<file path="src/uart_flags_consts.svh">
// Register offsets, bit positions and reset values of the serial flag block
`ifndef UART_FLAGS_CONSTS_SVH
`define UART_FLAGS_CONSTS_SVH

// ****************************************
// Register offsets
// ****************************************
`define OFS_STATUS_ONE   3'h0
`define OFS_CTRL_ONE     3'h1
`define OFS_CTRL_TWO     3'h2
`define OFS_CTRL_THREE   3'h3
`define OFS_DATA         3'h7

// ****************************************
// Control register one bits
// ****************************************
`define BIT_LOOP_SELECT  7
`define BIT_RECEIVER_SOURCE_SELECT_SELECT  5
`define BIT_NINE_BIT     4

// ****************************************
// Control register two bits
// ****************************************
`define BIT_TIE          7
`define BIT_TX_COMPLETE_IRQ_ENABLE         6
`define BIT_RIE          5
`define BIT_ILIE         4
`define BIT_RX_SLEEP     1

// ****************************************
// Control register three bits
// ****************************************
`define BIT_RX_NINTH     7
`define BIT_TX_NINTH     6
`define BIT_TX_DIR       5
`define BIT_ORIE         3
`define BIT_NEIE         2
`define BIT_FEIE         1
`define BIT_PEIE         0

// ****************************************
// Reset values
// ****************************************
`define RST_STATUS       8'hc0
`define RST_BYTE         8'h00
`define RST_SHIFT        9'h1ff

`endif

</file>
<file path="src/uart_flags_pkg.sv">
// Types shared by the serial flag block and its pin multiplexer
package uart_flags_pkg;

   // Status flags in status register bit order, msb first
   typedef struct packed {
      logic tx_buffer_empty_flag;
      logic tx_complete_flag;
      logic rx_full_flag;
      logic idle_flag;
      logic overrun_flag;
      logic noise_flag;
      logic framing_error_flag;
      logic parity_error_flag;
   } status_t;

   // One received character handed over by the receive shifter
   typedef struct packed {
      logic       valid;
      logic [7:0] data;
      logic       ninth;
      logic       noise;
      logic       framing;
      logic       parity;
   } rx_char_t;

   // Routing of the receiver input
   typedef enum logic [1:0] {
      ROUTE_NORMAL,
      ROUTE_LOOP,
      ROUTE_SINGLE
   } route_t;

endpackage

</file>
<file path="src/serial_pin_mux.sv">
// Pin routing for normal, internal loop and single-wire modes
`timescale 1ns/1ns
`default_nettype none

module serial_pin_mux
   import uart_flags_pkg::*;
(
   // Clock and reset
   input  wire logic clk_sys,
   input  wire logic rst,
   // Mode controls
   input  wire logic loop_select,
   input  wire logic receiver_source_select,
   input  wire logic single_wire_direction,
   // Transmitter and receiver side
   input  wire logic tx_serial,
   output var  logic rx_serial,
   // Pins
   input  wire logic serial_in_pin_in,
   input  wire logic serial_out_pin_in,
   output var  logic serial_out_pin_out,
   output var  logic serial_out_pin_oe,
   output var  logic serial_in_release
);

   route_t route;

   // Mode decode from the two select bits
   always_comb begin
      if (!loop_select) begin
         route = ROUTE_NORMAL;
      end else if (receiver_source_select) begin
         route = ROUTE_SINGLE;
      end else begin
         route = ROUTE_LOOP;
      end
   end

   // Registered routing; idle line is high, so reset drives high
   always_ff @(posedge clk_sys) begin
      if (rst) begin
         rx_serial          <= 1'b1;
         serial_out_pin_out <= 1'b1;
         serial_out_pin_oe  <= 1'b1;
         serial_in_release  <= 1'b0;
      end else begin
         serial_out_pin_out <= tx_serial;
         serial_in_release  <= loop_select;
         case (route)
            ROUTE_NORMAL: begin
               rx_serial         <= serial_in_pin_in;
               serial_out_pin_oe <= 1'b1;
            end
            ROUTE_LOOP: begin
               rx_serial         <= tx_serial;
               serial_out_pin_oe <= 1'b1;
            end
            ROUTE_SINGLE: begin
               // Own transmissions come straight from tx_serial; with direction clear the shared wire feeds the receiver
               rx_serial         <= single_wire_direction ? tx_serial
                                                          : serial_out_pin_in;
               serial_out_pin_oe <= single_wire_direction;
            end
            default: begin
               rx_serial         <= serial_in_pin_in;
               serial_out_pin_oe <= 1'b1;
            end
         endcase
      end
   end

endmodule // serial_pin_mux

`default_nettype wire

</file>
<file path="src/uart_flags.sv">
// Status flags, interrupt grouping, 9-bit data, stop and loop modes of a UART
// Contract
// - Three requests: transmit, receive, error group
// - Eight local masks; flags still set when masked
// - Buffer empty flag requests while enable set
// - Complete flag set when all sent, idle
// - Full flag clears by status then data read
// - Idle clears likewise; rearms after new character
// - Error flags set with full flag, not overrun
// - Overrun when full; new character discarded
// - Nine-bit mode uses ninth bits register three
// - Ninth bit copied at shifter load, kept
// - Stop halts; deep stops lose, stop3 keeps
// - Loop select plus source picks mode
// - Loop mode feeds transmitter to receiver internally
// - Single-wire joins receiver, transmitter, output pin
// - Direction bit enables transmitter onto pin
// - Single-wire receiver hears own transmissions
// - Character moves to buffer only when empty
// - Receiver sleep suppresses all receive flags
//
// Chosen here: the address map and the plain strobed port.
`timescale 1ns/1ns
`default_nettype none
`include "uart_flags_consts.svh"

module uart_flags
   import uart_flags_pkg::*;
#(
   parameter int ADDR_W = 3,
   parameter int DATA_W = 8
)(
   // Clock and reset
   input  wire logic              clk_sys,
   input  wire logic              sys_rst,
   // Register port
   input  wire logic [ADDR_W-1:0] reg_addr,
   input  wire logic [DATA_W-1:0] reg_wdata,
   input  wire logic              reg_wr,
   input  wire logic              reg_rd,
   output var  logic [DATA_W-1:0] reg_rdata,
   // Stop mode: deep means stop1 or stop2
   input  wire logic              stop_active,
   input  wire logic              stop_deep,
   // Transmit shifter side
   input  wire logic              tx_load,
   input  wire logic              tx_done,
   input  wire logic              tx_serial,
   output var  logic [8:0]        tx_shift_word,
   output var  logic              tx_buf_empty,
   output var  logic              nine_bit_mode,
   // Receive shifter side
   input  wire rx_char_t          rx_char,
   input  wire logic              rx_idle_detect,
   input  wire logic              rx_wakeup,
   output var  logic              rx_serial,
   output var  logic              rx_sleep,
   // Interrupt requests
   output var  logic              irq_tx,
   output var  logic              irq_rx,
   output var  logic              irq_err,
   // Pins
   input  wire logic              serial_in_pin_in,
   input  wire logic              serial_out_pin_in,
   output var  logic              serial_out_pin_out,
   output var  logic              serial_out_pin_oe,
   output var  logic              serial_in_release
);

   // ****************************************
   // Parameter check
   // ****************************************
   if (ADDR_W != 3 || DATA_W != 8) begin : g_bad_param
      $error("uart_flags supports only ADDR_W 3 and DATA_W 8");
   end

   // ****************************************
   // State
   // ****************************************
   // Flag reset image, the same value a status read shows after reset
   localparam status_t RST_FLAGS = `RST_STATUS;
   status_t     status;
   status_t     clear_mask;
   logic [7:0]  ctrl_one;
   logic [7:0]  ctrl_two;
   logic [7:0]  ctrl_three;
   logic [7:0]  tx_buf;
   logic [7:0]  rx_buf;
   logic        idle_allowed;
   logic        rst_all;
   logic        run;
   logic        wr_ok;
   logic        rd_ok;
   logic        rd_status;
   logic        rd_data;
   logic        wr_data;
   logic        clr_rx_full;
   logic        clr_idle;
   logic        rx_accept;
   logic        rx_overrun;
   logic        idle_set;
   logic        next_irq_tx;
   logic        next_irq_rx;
   logic        next_irq_err;

   // ****************************************
   // Stop handling and bus decode
   // ****************************************
   // Deep stop loses all state; stop3 freezes it for resumption
   assign rst_all   = sys_rst | (stop_active & stop_deep);
   assign run       = !stop_active;
   assign wr_ok     = run & reg_wr;
   assign rd_ok     = run & reg_rd;
   assign rd_status = rd_ok & (reg_addr == `OFS_STATUS_ONE);
   assign rd_data   = rd_ok & (reg_addr == `OFS_DATA);
   // Writes while the buffer is still full are refused
   assign wr_data   = wr_ok & (reg_addr == `OFS_DATA) & status.tx_buffer_empty_flag;

   // Flags seen set at the status read are the only ones a data read clears
   assign clr_rx_full = rd_data & clear_mask.rx_full_flag;
   assign clr_idle    = rd_data & clear_mask.idle_flag;

   // Sleeping receiver drops characters without touching any flag
   assign rx_accept  = run & rx_char.valid & !ctrl_two[`BIT_RX_SLEEP]
                     & (!status.rx_full_flag | clr_rx_full);
   assign rx_overrun = run & rx_char.valid & !ctrl_two[`BIT_RX_SLEEP]
                     & status.rx_full_flag & !clr_rx_full;
   assign idle_set   = run & rx_idle_detect & !ctrl_two[`BIT_RX_SLEEP]
                     & idle_allowed;

   // ****************************************
   // Control registers
   // ****************************************
   // Control register one: mode selects
   always_ff @(posedge clk_sys) begin
      if (rst_all) begin
         ctrl_one <= `RST_BYTE;
      end else if (wr_ok && reg_addr == `OFS_CTRL_ONE) begin
         ctrl_one <= reg_wdata;
      end
   end

   // Control register two: enables and receiver sleep
   always_ff @(posedge clk_sys) begin
      if (rst_all) begin
         ctrl_two <= `RST_BYTE;
      end else if (wr_ok && reg_addr == `OFS_CTRL_TWO) begin
         ctrl_two <= reg_wdata;  // A write beats a same-cycle wakeup
      end else if (run && rx_wakeup) begin
         ctrl_two[`BIT_RX_SLEEP] <= 1'b0;
      end
   end

   // Control register three; received ninth bit is hardware-owned
   always_ff @(posedge clk_sys) begin
      if (rst_all) begin
         ctrl_three <= `RST_BYTE;
      end else begin
         if (wr_ok && reg_addr == `OFS_CTRL_THREE) begin
            ctrl_three[`BIT_TX_NINTH] <= reg_wdata[`BIT_TX_NINTH];
            ctrl_three[`BIT_TX_DIR]   <= reg_wdata[`BIT_TX_DIR];
            ctrl_three[`BIT_ORIE]     <= reg_wdata[`BIT_ORIE];
            ctrl_three[`BIT_NEIE]     <= reg_wdata[`BIT_NEIE];
            ctrl_three[`BIT_FEIE]     <= reg_wdata[`BIT_FEIE];
            ctrl_three[`BIT_PEIE]     <= reg_wdata[`BIT_PEIE];
         end
         if (rx_accept) begin
            ctrl_three[`BIT_RX_NINTH] <= ctrl_one[`BIT_NINE_BIT] & rx_char.ninth;
         end
      end
   end

   // ****************************************
   // Transmit path
   // ****************************************
   // Buffer byte, written only into an empty buffer
   always_ff @(posedge clk_sys) begin
      if (rst_all) begin
         tx_buf <= `RST_BYTE;
      end else if (wr_data) begin
         tx_buf <= reg_wdata;
      end
   end

   // Shifter word: ninth bit copied in the same cycle as the byte
   always_ff @(posedge clk_sys) begin
      if (rst_all) begin
         tx_shift_word <= `RST_SHIFT;
      end else if (run && tx_load && !status.tx_buffer_empty_flag) begin
         tx_shift_word <= {ctrl_one[`BIT_NINE_BIT] & ctrl_three[`BIT_TX_NINTH],
                           tx_buf};
      end
   end

   // Empty flag: write claims the buffer, shifter load frees it
   always_ff @(posedge clk_sys) begin
      if (rst_all) begin
         status.tx_buffer_empty_flag <= RST_FLAGS.tx_buffer_empty_flag;
      end else if (run && tx_load && !status.tx_buffer_empty_flag) begin
         status.tx_buffer_empty_flag <= 1'b1;
      end else if (wr_data) begin
         status.tx_buffer_empty_flag <= 1'b0;
      end
   end

   // Complete flag: a same-cycle data write means more to send, so it wins
   always_ff @(posedge clk_sys) begin
      if (rst_all) begin
         status.tx_complete_flag <= RST_FLAGS.tx_complete_flag;
      end else if (run && tx_done && status.tx_buffer_empty_flag && !wr_data) begin
         status.tx_complete_flag <= 1'b1;
      end else if (wr_data) begin
         status.tx_complete_flag <= 1'b0;
      end
   end

   // ****************************************
   // Receive path
   // ****************************************
   // Receive buffer takes a character only when accepted
   always_ff @(posedge clk_sys) begin
      if (rst_all) begin
         rx_buf <= `RST_BYTE;
      end else if (rx_accept) begin
         rx_buf <= rx_char.data;
      end
   end

   // Snapshot of flags at the status read arms the clearing read
   always_ff @(posedge clk_sys) begin
      if (rst_all) begin
         clear_mask <= '0;
      end else if (rd_status) begin
         clear_mask <= status;
      end else if (rd_data) begin
         clear_mask <= '0;
      end
   end

   // Full flag; a character arriving on the clearing read is kept
   always_ff @(posedge clk_sys) begin
      if (rst_all) begin
         status.rx_full_flag <= 1'b0;
      end else if (rx_accept) begin
         status.rx_full_flag <= 1'b1;
      end else if (clr_rx_full) begin
         status.rx_full_flag <= 1'b0;
      end
   end

   // Error flags travel with the accepted character only
   always_ff @(posedge clk_sys) begin
      if (rst_all) begin
         status.noise_flag         <= 1'b0;
         status.framing_error_flag <= 1'b0;
         status.parity_error_flag  <= 1'b0;
      end else if (rx_accept) begin
         status.noise_flag         <= rx_char.noise;
         status.framing_error_flag <= rx_char.framing;
         status.parity_error_flag  <= rx_char.parity;
      end else if (rd_data) begin
         status.noise_flag         <= status.noise_flag & !clear_mask.noise_flag;
         status.framing_error_flag <= status.framing_error_flag
                                      & !clear_mask.framing_error_flag;
         status.parity_error_flag  <= status.parity_error_flag
                                      & !clear_mask.parity_error_flag;
      end
   end

   // Overrun: the new character and its error conditions are dropped
   always_ff @(posedge clk_sys) begin
      if (rst_all) begin
         status.overrun_flag <= 1'b0;
      end else if (rx_overrun) begin
         status.overrun_flag <= 1'b1;
      end else if (rd_data && clear_mask.overrun_flag) begin
         status.overrun_flag <= 1'b0;
      end
   end

   // Idle flag; set wins over the clearing read
   always_ff @(posedge clk_sys) begin
      if (rst_all) begin
         status.idle_flag <= 1'b0;
      end else if (idle_set) begin
         status.idle_flag <= 1'b1;
      end else if (clr_idle) begin
         status.idle_flag <= 1'b0;
      end
   end

   // Long idle lines must not retrigger: rearm only on a new character
   always_ff @(posedge clk_sys) begin
      if (rst_all) begin
         idle_allowed <= 1'b1;
      end else if (rx_accept) begin
         idle_allowed <= 1'b1;
      end else if (clr_idle) begin
         idle_allowed <= 1'b0;
      end
   end

   // ****************************************
   // Interrupt requests
   // ****************************************
   // Masks gate only the request, never the flag
   always_comb begin
      next_irq_tx  = (status.tx_buffer_empty_flag & ctrl_two[`BIT_TIE])
                   | (status.tx_complete_flag & ctrl_two[`BIT_TX_COMPLETE_IRQ_ENABLE]);
      next_irq_rx  = (status.rx_full_flag & ctrl_two[`BIT_RIE])
                   | (status.idle_flag & ctrl_two[`BIT_ILIE]);
      next_irq_err = (status.overrun_flag & ctrl_three[`BIT_ORIE])
                   | (status.noise_flag & ctrl_three[`BIT_NEIE])
                   | (status.framing_error_flag & ctrl_three[`BIT_FEIE])
                   | (status.parity_error_flag & ctrl_three[`BIT_PEIE]);
   end

   // Registered requests, one cycle behind the flags
   always_ff @(posedge clk_sys) begin
      if (rst_all) begin
         irq_tx  <= 1'b0;
         irq_rx  <= 1'b0;
         irq_err <= 1'b0;
      end else if (run) begin
         irq_tx  <= next_irq_tx;
         irq_rx  <= next_irq_rx;
         irq_err <= next_irq_err;
      end
   end

   // ****************************************
   // Read port and shifter-side copies
   // ****************************************
   // Read data stand for one cycle after the strobe, else zero
   always_ff @(posedge clk_sys) begin
      if (rst_all) begin
         reg_rdata <= `RST_BYTE;
      end else if (rd_ok) begin
         case (reg_addr)
            `OFS_STATUS_ONE: reg_rdata <= status;
            `OFS_CTRL_ONE:   reg_rdata <= ctrl_one;
            `OFS_CTRL_TWO:   reg_rdata <= ctrl_two;
            `OFS_CTRL_THREE: reg_rdata <= ctrl_three;
            `OFS_DATA:       reg_rdata <= rx_buf;
            default:         reg_rdata <= `RST_BYTE;
         endcase
      end else begin
         reg_rdata <= `RST_BYTE;
      end
   end

   // Flop copies for the shifters
   always_ff @(posedge clk_sys) begin
      if (rst_all) begin
         tx_buf_empty  <= 1'b1;
         nine_bit_mode <= 1'b0;
         rx_sleep      <= 1'b0;
      end else begin
         tx_buf_empty  <= status.tx_buffer_empty_flag;
         nine_bit_mode <= ctrl_one[`BIT_NINE_BIT];
         rx_sleep      <= ctrl_two[`BIT_RX_SLEEP];
      end
   end

   // ****************************************
   // Pin routing
   // ****************************************
   serial_pin_mux u_pin_mux (
      .clk_sys                (clk_sys),
      .rst                    (rst_all),
      .loop_select            (ctrl_one[`BIT_LOOP_SELECT]),
      .receiver_source_select (ctrl_one[`BIT_RECEIVER_SOURCE_SELECT_SELECT]),
      .single_wire_direction  (ctrl_three[`BIT_TX_DIR]),
      .tx_serial              (tx_serial),
      .rx_serial              (rx_serial),
      .serial_in_pin_in       (serial_in_pin_in),
      .serial_out_pin_in      (serial_out_pin_in),
      .serial_out_pin_out     (serial_out_pin_out),
      .serial_out_pin_oe      (serial_out_pin_oe),
      .serial_in_release      (serial_in_release)
   );

endmodule // uart_flags

`default_nettype wire

</file>
<file path="config.mk">
export PLATFORM = sky130hd
export DESIGN_NAME = uart_flags
export DESIGN_NICKNAME = d
export VERILOG_FILES = /design/src/uart_flags_pkg.sv /design/src/serial_pin_mux.sv /design/src/uart_flags.sv
export VERILOG_INCLUDE_DIRS = /design/src
export SDC_FILE = /design/constraint.sdc
export NUM_CORES = 1
export LEC_CHECK = 0
export BUFFER_PORTS_ARGS = -buffer_cell sky130_fd_sc_hd__buf_2
export CORE_MARGIN = 5
export CORE_UTILIZATION = 55
export CTS_BUF_LIST = sky130_fd_sc_hd__clkbuf_16
export DETAILED_ROUTE_END_ITERATION = 6
export GPL_TIMING_DRIVEN = 0
export PLACE_DENSITY = 0.88
export SLEW_MARGIN = 25
export SYNTH_ARGS = -nofsm -noshare
export SYNTH_HDL_FRONTEND = slang
export SYNTH_SLANG_ARGS = --single-unit
</file>
<file path="constraint.sdc">
create_clock -name clk_sys -period 2.65 [get_ports clk_sys]
set_input_delay 0.265 -clock clk_sys [delete_from_list [all_inputs] [get_ports clk_sys]]
set_output_delay 0.265 -clock clk_sys [all_outputs]
set_load 0.1 [all_outputs]
</file>
==> metrics <==
outcome=finished clean; power per standard cell area=655 mW/mm^2; largest net degree at the start of global routing=15; synthesized flop and latch total=just over 80; post-DR vias/cell=roughly 5.8; RSZ-0062 raised after global routing=no; initial antenna violation count=0; sw frac=between 20 and 25%; Routed Antenna Nets=0; multiplexer area fraction after synthesis=approximately 15%; Worst Hold Class=in2reg; antenna cells=0; min Tclk post-route=about 1400 ps; routed len/inst=16.9 um; Final #Nets=460; GR Overflow Total=0; synthesized cell area=0.00327 mm^2; Power Internal=~0.0019 W; post-CTS setup buffer count=0; number of cell rows=28; post-synthesis xor/xnor area fraction=0%; I/O pin total=64; clock tree buffer depth=2; worst-margin pin slew=605 ps; dominant combinational cell family by area after synthesis=simple AND/OR/NAND/NOR gates; routed vias=2,933; GR Layer Usage met2=approximately two fifths; HPWL Detailed=between 5000 and 6000 um; Final Setup Violations=0; post-CTS sizing=0; CP Launch Type=register; Clk network pwr share=43.3%; Crit path required time=around 2800 ps; die height=87.1 um; Final Wtd Congestion=roughly 0.9; FMAX=0.694 GHz; DP Area=between 0.003 and 0.004 mm^2; total negative slack=0 ps; Die Width=87.1 um; gr usage total=a little under a quarter; CTS Buf Count=9; sequential fraction of the synthesis area=between 40% and 50%; Clock Latency Late Sink=330 ps; Synth Net Count=approximately 390; register area=0.00162 mm^2; share of cells above drive strength 1=23.4%; worst relative slew slack=59.3%; Synth Instances=roughly 350; Synth cell types=34; Syn. warnings=0; Slew Viols, Final=0; Leak=1.71 nW; design area=0.00394 mm^2; Core ar.=~0.0059 mm^2; Worst setup EP type=register; Synth Area in Compound Gates=12.2%; DR pass1 iterations=6; # clock sinks=just over 80; area of the multi-input gates=around 0.0015 mm^2; Sequential Power Share=48.4%; grt met1 use=28.2%; Synth Area in Adders=0%; I/O Buffers=61; Post-CTS Hold Buffers=0; sw power=about 0.00064 W; first-pass GRT wire length=roughly 13,000 um; H-tree depth=3; DRC=0; TritonCTS clock tree=yes; Simple-Gate Fraction of Synth Area=between 10% and 20%; # fillers=~430; Starting Density=a little under three fifths; CP Class=reg2reg; CP arrival=between 1500 and 2000 ps; full die area=roughly 0.0076 mm^2; period utilization=roughly 54%; Root Driver=clkbuf_16; Final Hold Vio Count=0; critical path fanouts, max=10; Area growth syn-to-layout=20.5%; vias in the first global route=2,844; Max IR drop VDD=~0.00042 V; part of the power in combinational logic=8.3%; Post-Syn Area per Cell=roughly 9.3 um^2; GR Util met3=under 10%; CTS clk-pin slew, worst paths=around 60 ps; Max Cap Viol=0; gr busiest metal=met2; final wirelength=about 8500 um; clk_skew=between 3 and 4 ps; DRT iter0 DRCs=226
## Yosys cell counts, drive strengths merged
library cell   n  share of area [%]
a22oi          9                2.1
a21o           2               0.46
o21ai         19                2.9
nand3         37                5.8
a32oi          1               0.27
a21oi         23                3.5
nand3b         1               0.23
nor2          48                5.5
nor4           1               0.38
o211ai         3               0.69
clkbuf        10                1.1
nand2         24                2.8
and2           5               0.96
buf           15                2.7
mux2           2               0.69
inv            4               0.46
a221o          2               0.61
a21boi         1               0.23
nand2b         7                1.3
and3           4               0.77
a22o           1               0.27
a221oi         1               0.27
nor3           3               0.46
o31ai          1               0.65
mux2i         37                 11
dfxtp         81                 50
mux4           4                2.8
o31a           1               0.27
nand4b         2               0.54
nor2b          2               0.38
## power groups by stage
stage,registers (W),clock network (W),logic (W)
floorplan,0.00130,0,0.000105
global placement,0.00127,0,0.000203
detailed placement,0.00127,0,0.000209
CTS,0.00125,0.00113,0.000212
global route,0.00125,0.00118,0.000229
finish,0.00125,0.00112,0.000215
## state kept, by name, summed over array words and instances (netlist names), 6 cells and up
| register | count |
|---|---|
| ctrl_three | 7 |
| rx_buf | 8 |
| tx_shift_word | 9 |
| ctrl_two | 8 |
| reg_rdata | 8 |
| clear_mask | 6 |
| status | 8 |
| ctrl_one | 8 |
| tx_buf | 8 |
## final timing paths
kind                                          startpoint                                       to  slack [ps]  cells past startpoint
worst max register to register  ctrl_two[1]$_SDFFE_PP0P_                   status[2]$_SDFFE_PP0P_        1210                      5
worst min-delay path                           tx_serial  u_pin_mux.serial_out_pin_out$_SDFF_PP1_         120                      2
worst max-delay path            ctrl_two[1]$_SDFFE_PP0P_                   status[2]$_SDFFE_PP0P_        1210                      5
worst min register to register  ctrl_one[5]$_SDFFE_PP0P_   u_pin_mux.serial_out_pin_oe$_SDFF_PP1_         450                      1
## per-layer routing
metal  share of wire (%)  routed length (um)
met1                  40                3420
met4                 2.8                 241
met5                   0                   0
met2                  49                4160
met3                 7.6                 641
## metrics by stage
stage	util, %	hold slack, ps	power, W	worst slack (ps)	cells
2_1_floorplan	-	366	0.00141	1240	351
3_3_place_gp	62.7	432	0.00148	1090	487
3_5_place_dp	62.7	436	0.00148	1010	487
4_1_cts	67.3	125	0.00258	1250	502
5_1_grt	67.3	141	0.00265	1120	502
6_report	67.3	123	0.00258	1210	502
## layout make-up
class	count	area share (%)
clock inverter	6	1.14
timing repair buffer	61	7.75
buffer	25	3.18
sequential	81	41.2
tap	75	2.38
multi-input combinational	241	38.3
inverter	4	0.381
clock buffer	9	5.72
## placed cells by master (no fill, tap or decap), drive strengths merged, types with 9 or more instances in the layout
cell type,count
clkbuf,19
buf,76
o21ai,19
nor2,48
mux2i,37
dfxtp,81
a22oi,9
a21oi,23
nand3,37
nand2,24
## logic make-up after synthesis
group / count (synthesis)
flip-flops: 81
buffers and inverters: 29
multiplexers: 43
AO/OA/AOI/OAI: 64
AND/OR/NAND/NOR: 134
## worst max-delay path, stage by stage (launching register included)
cell and delay, ps:
dfxtp_1 340, nor2_1 220, nand2_1 140, clkbuf_1 250
o211ai_1 250, a21oi_1 110
No activity file was read; power rests on OpenSTA's default activity.
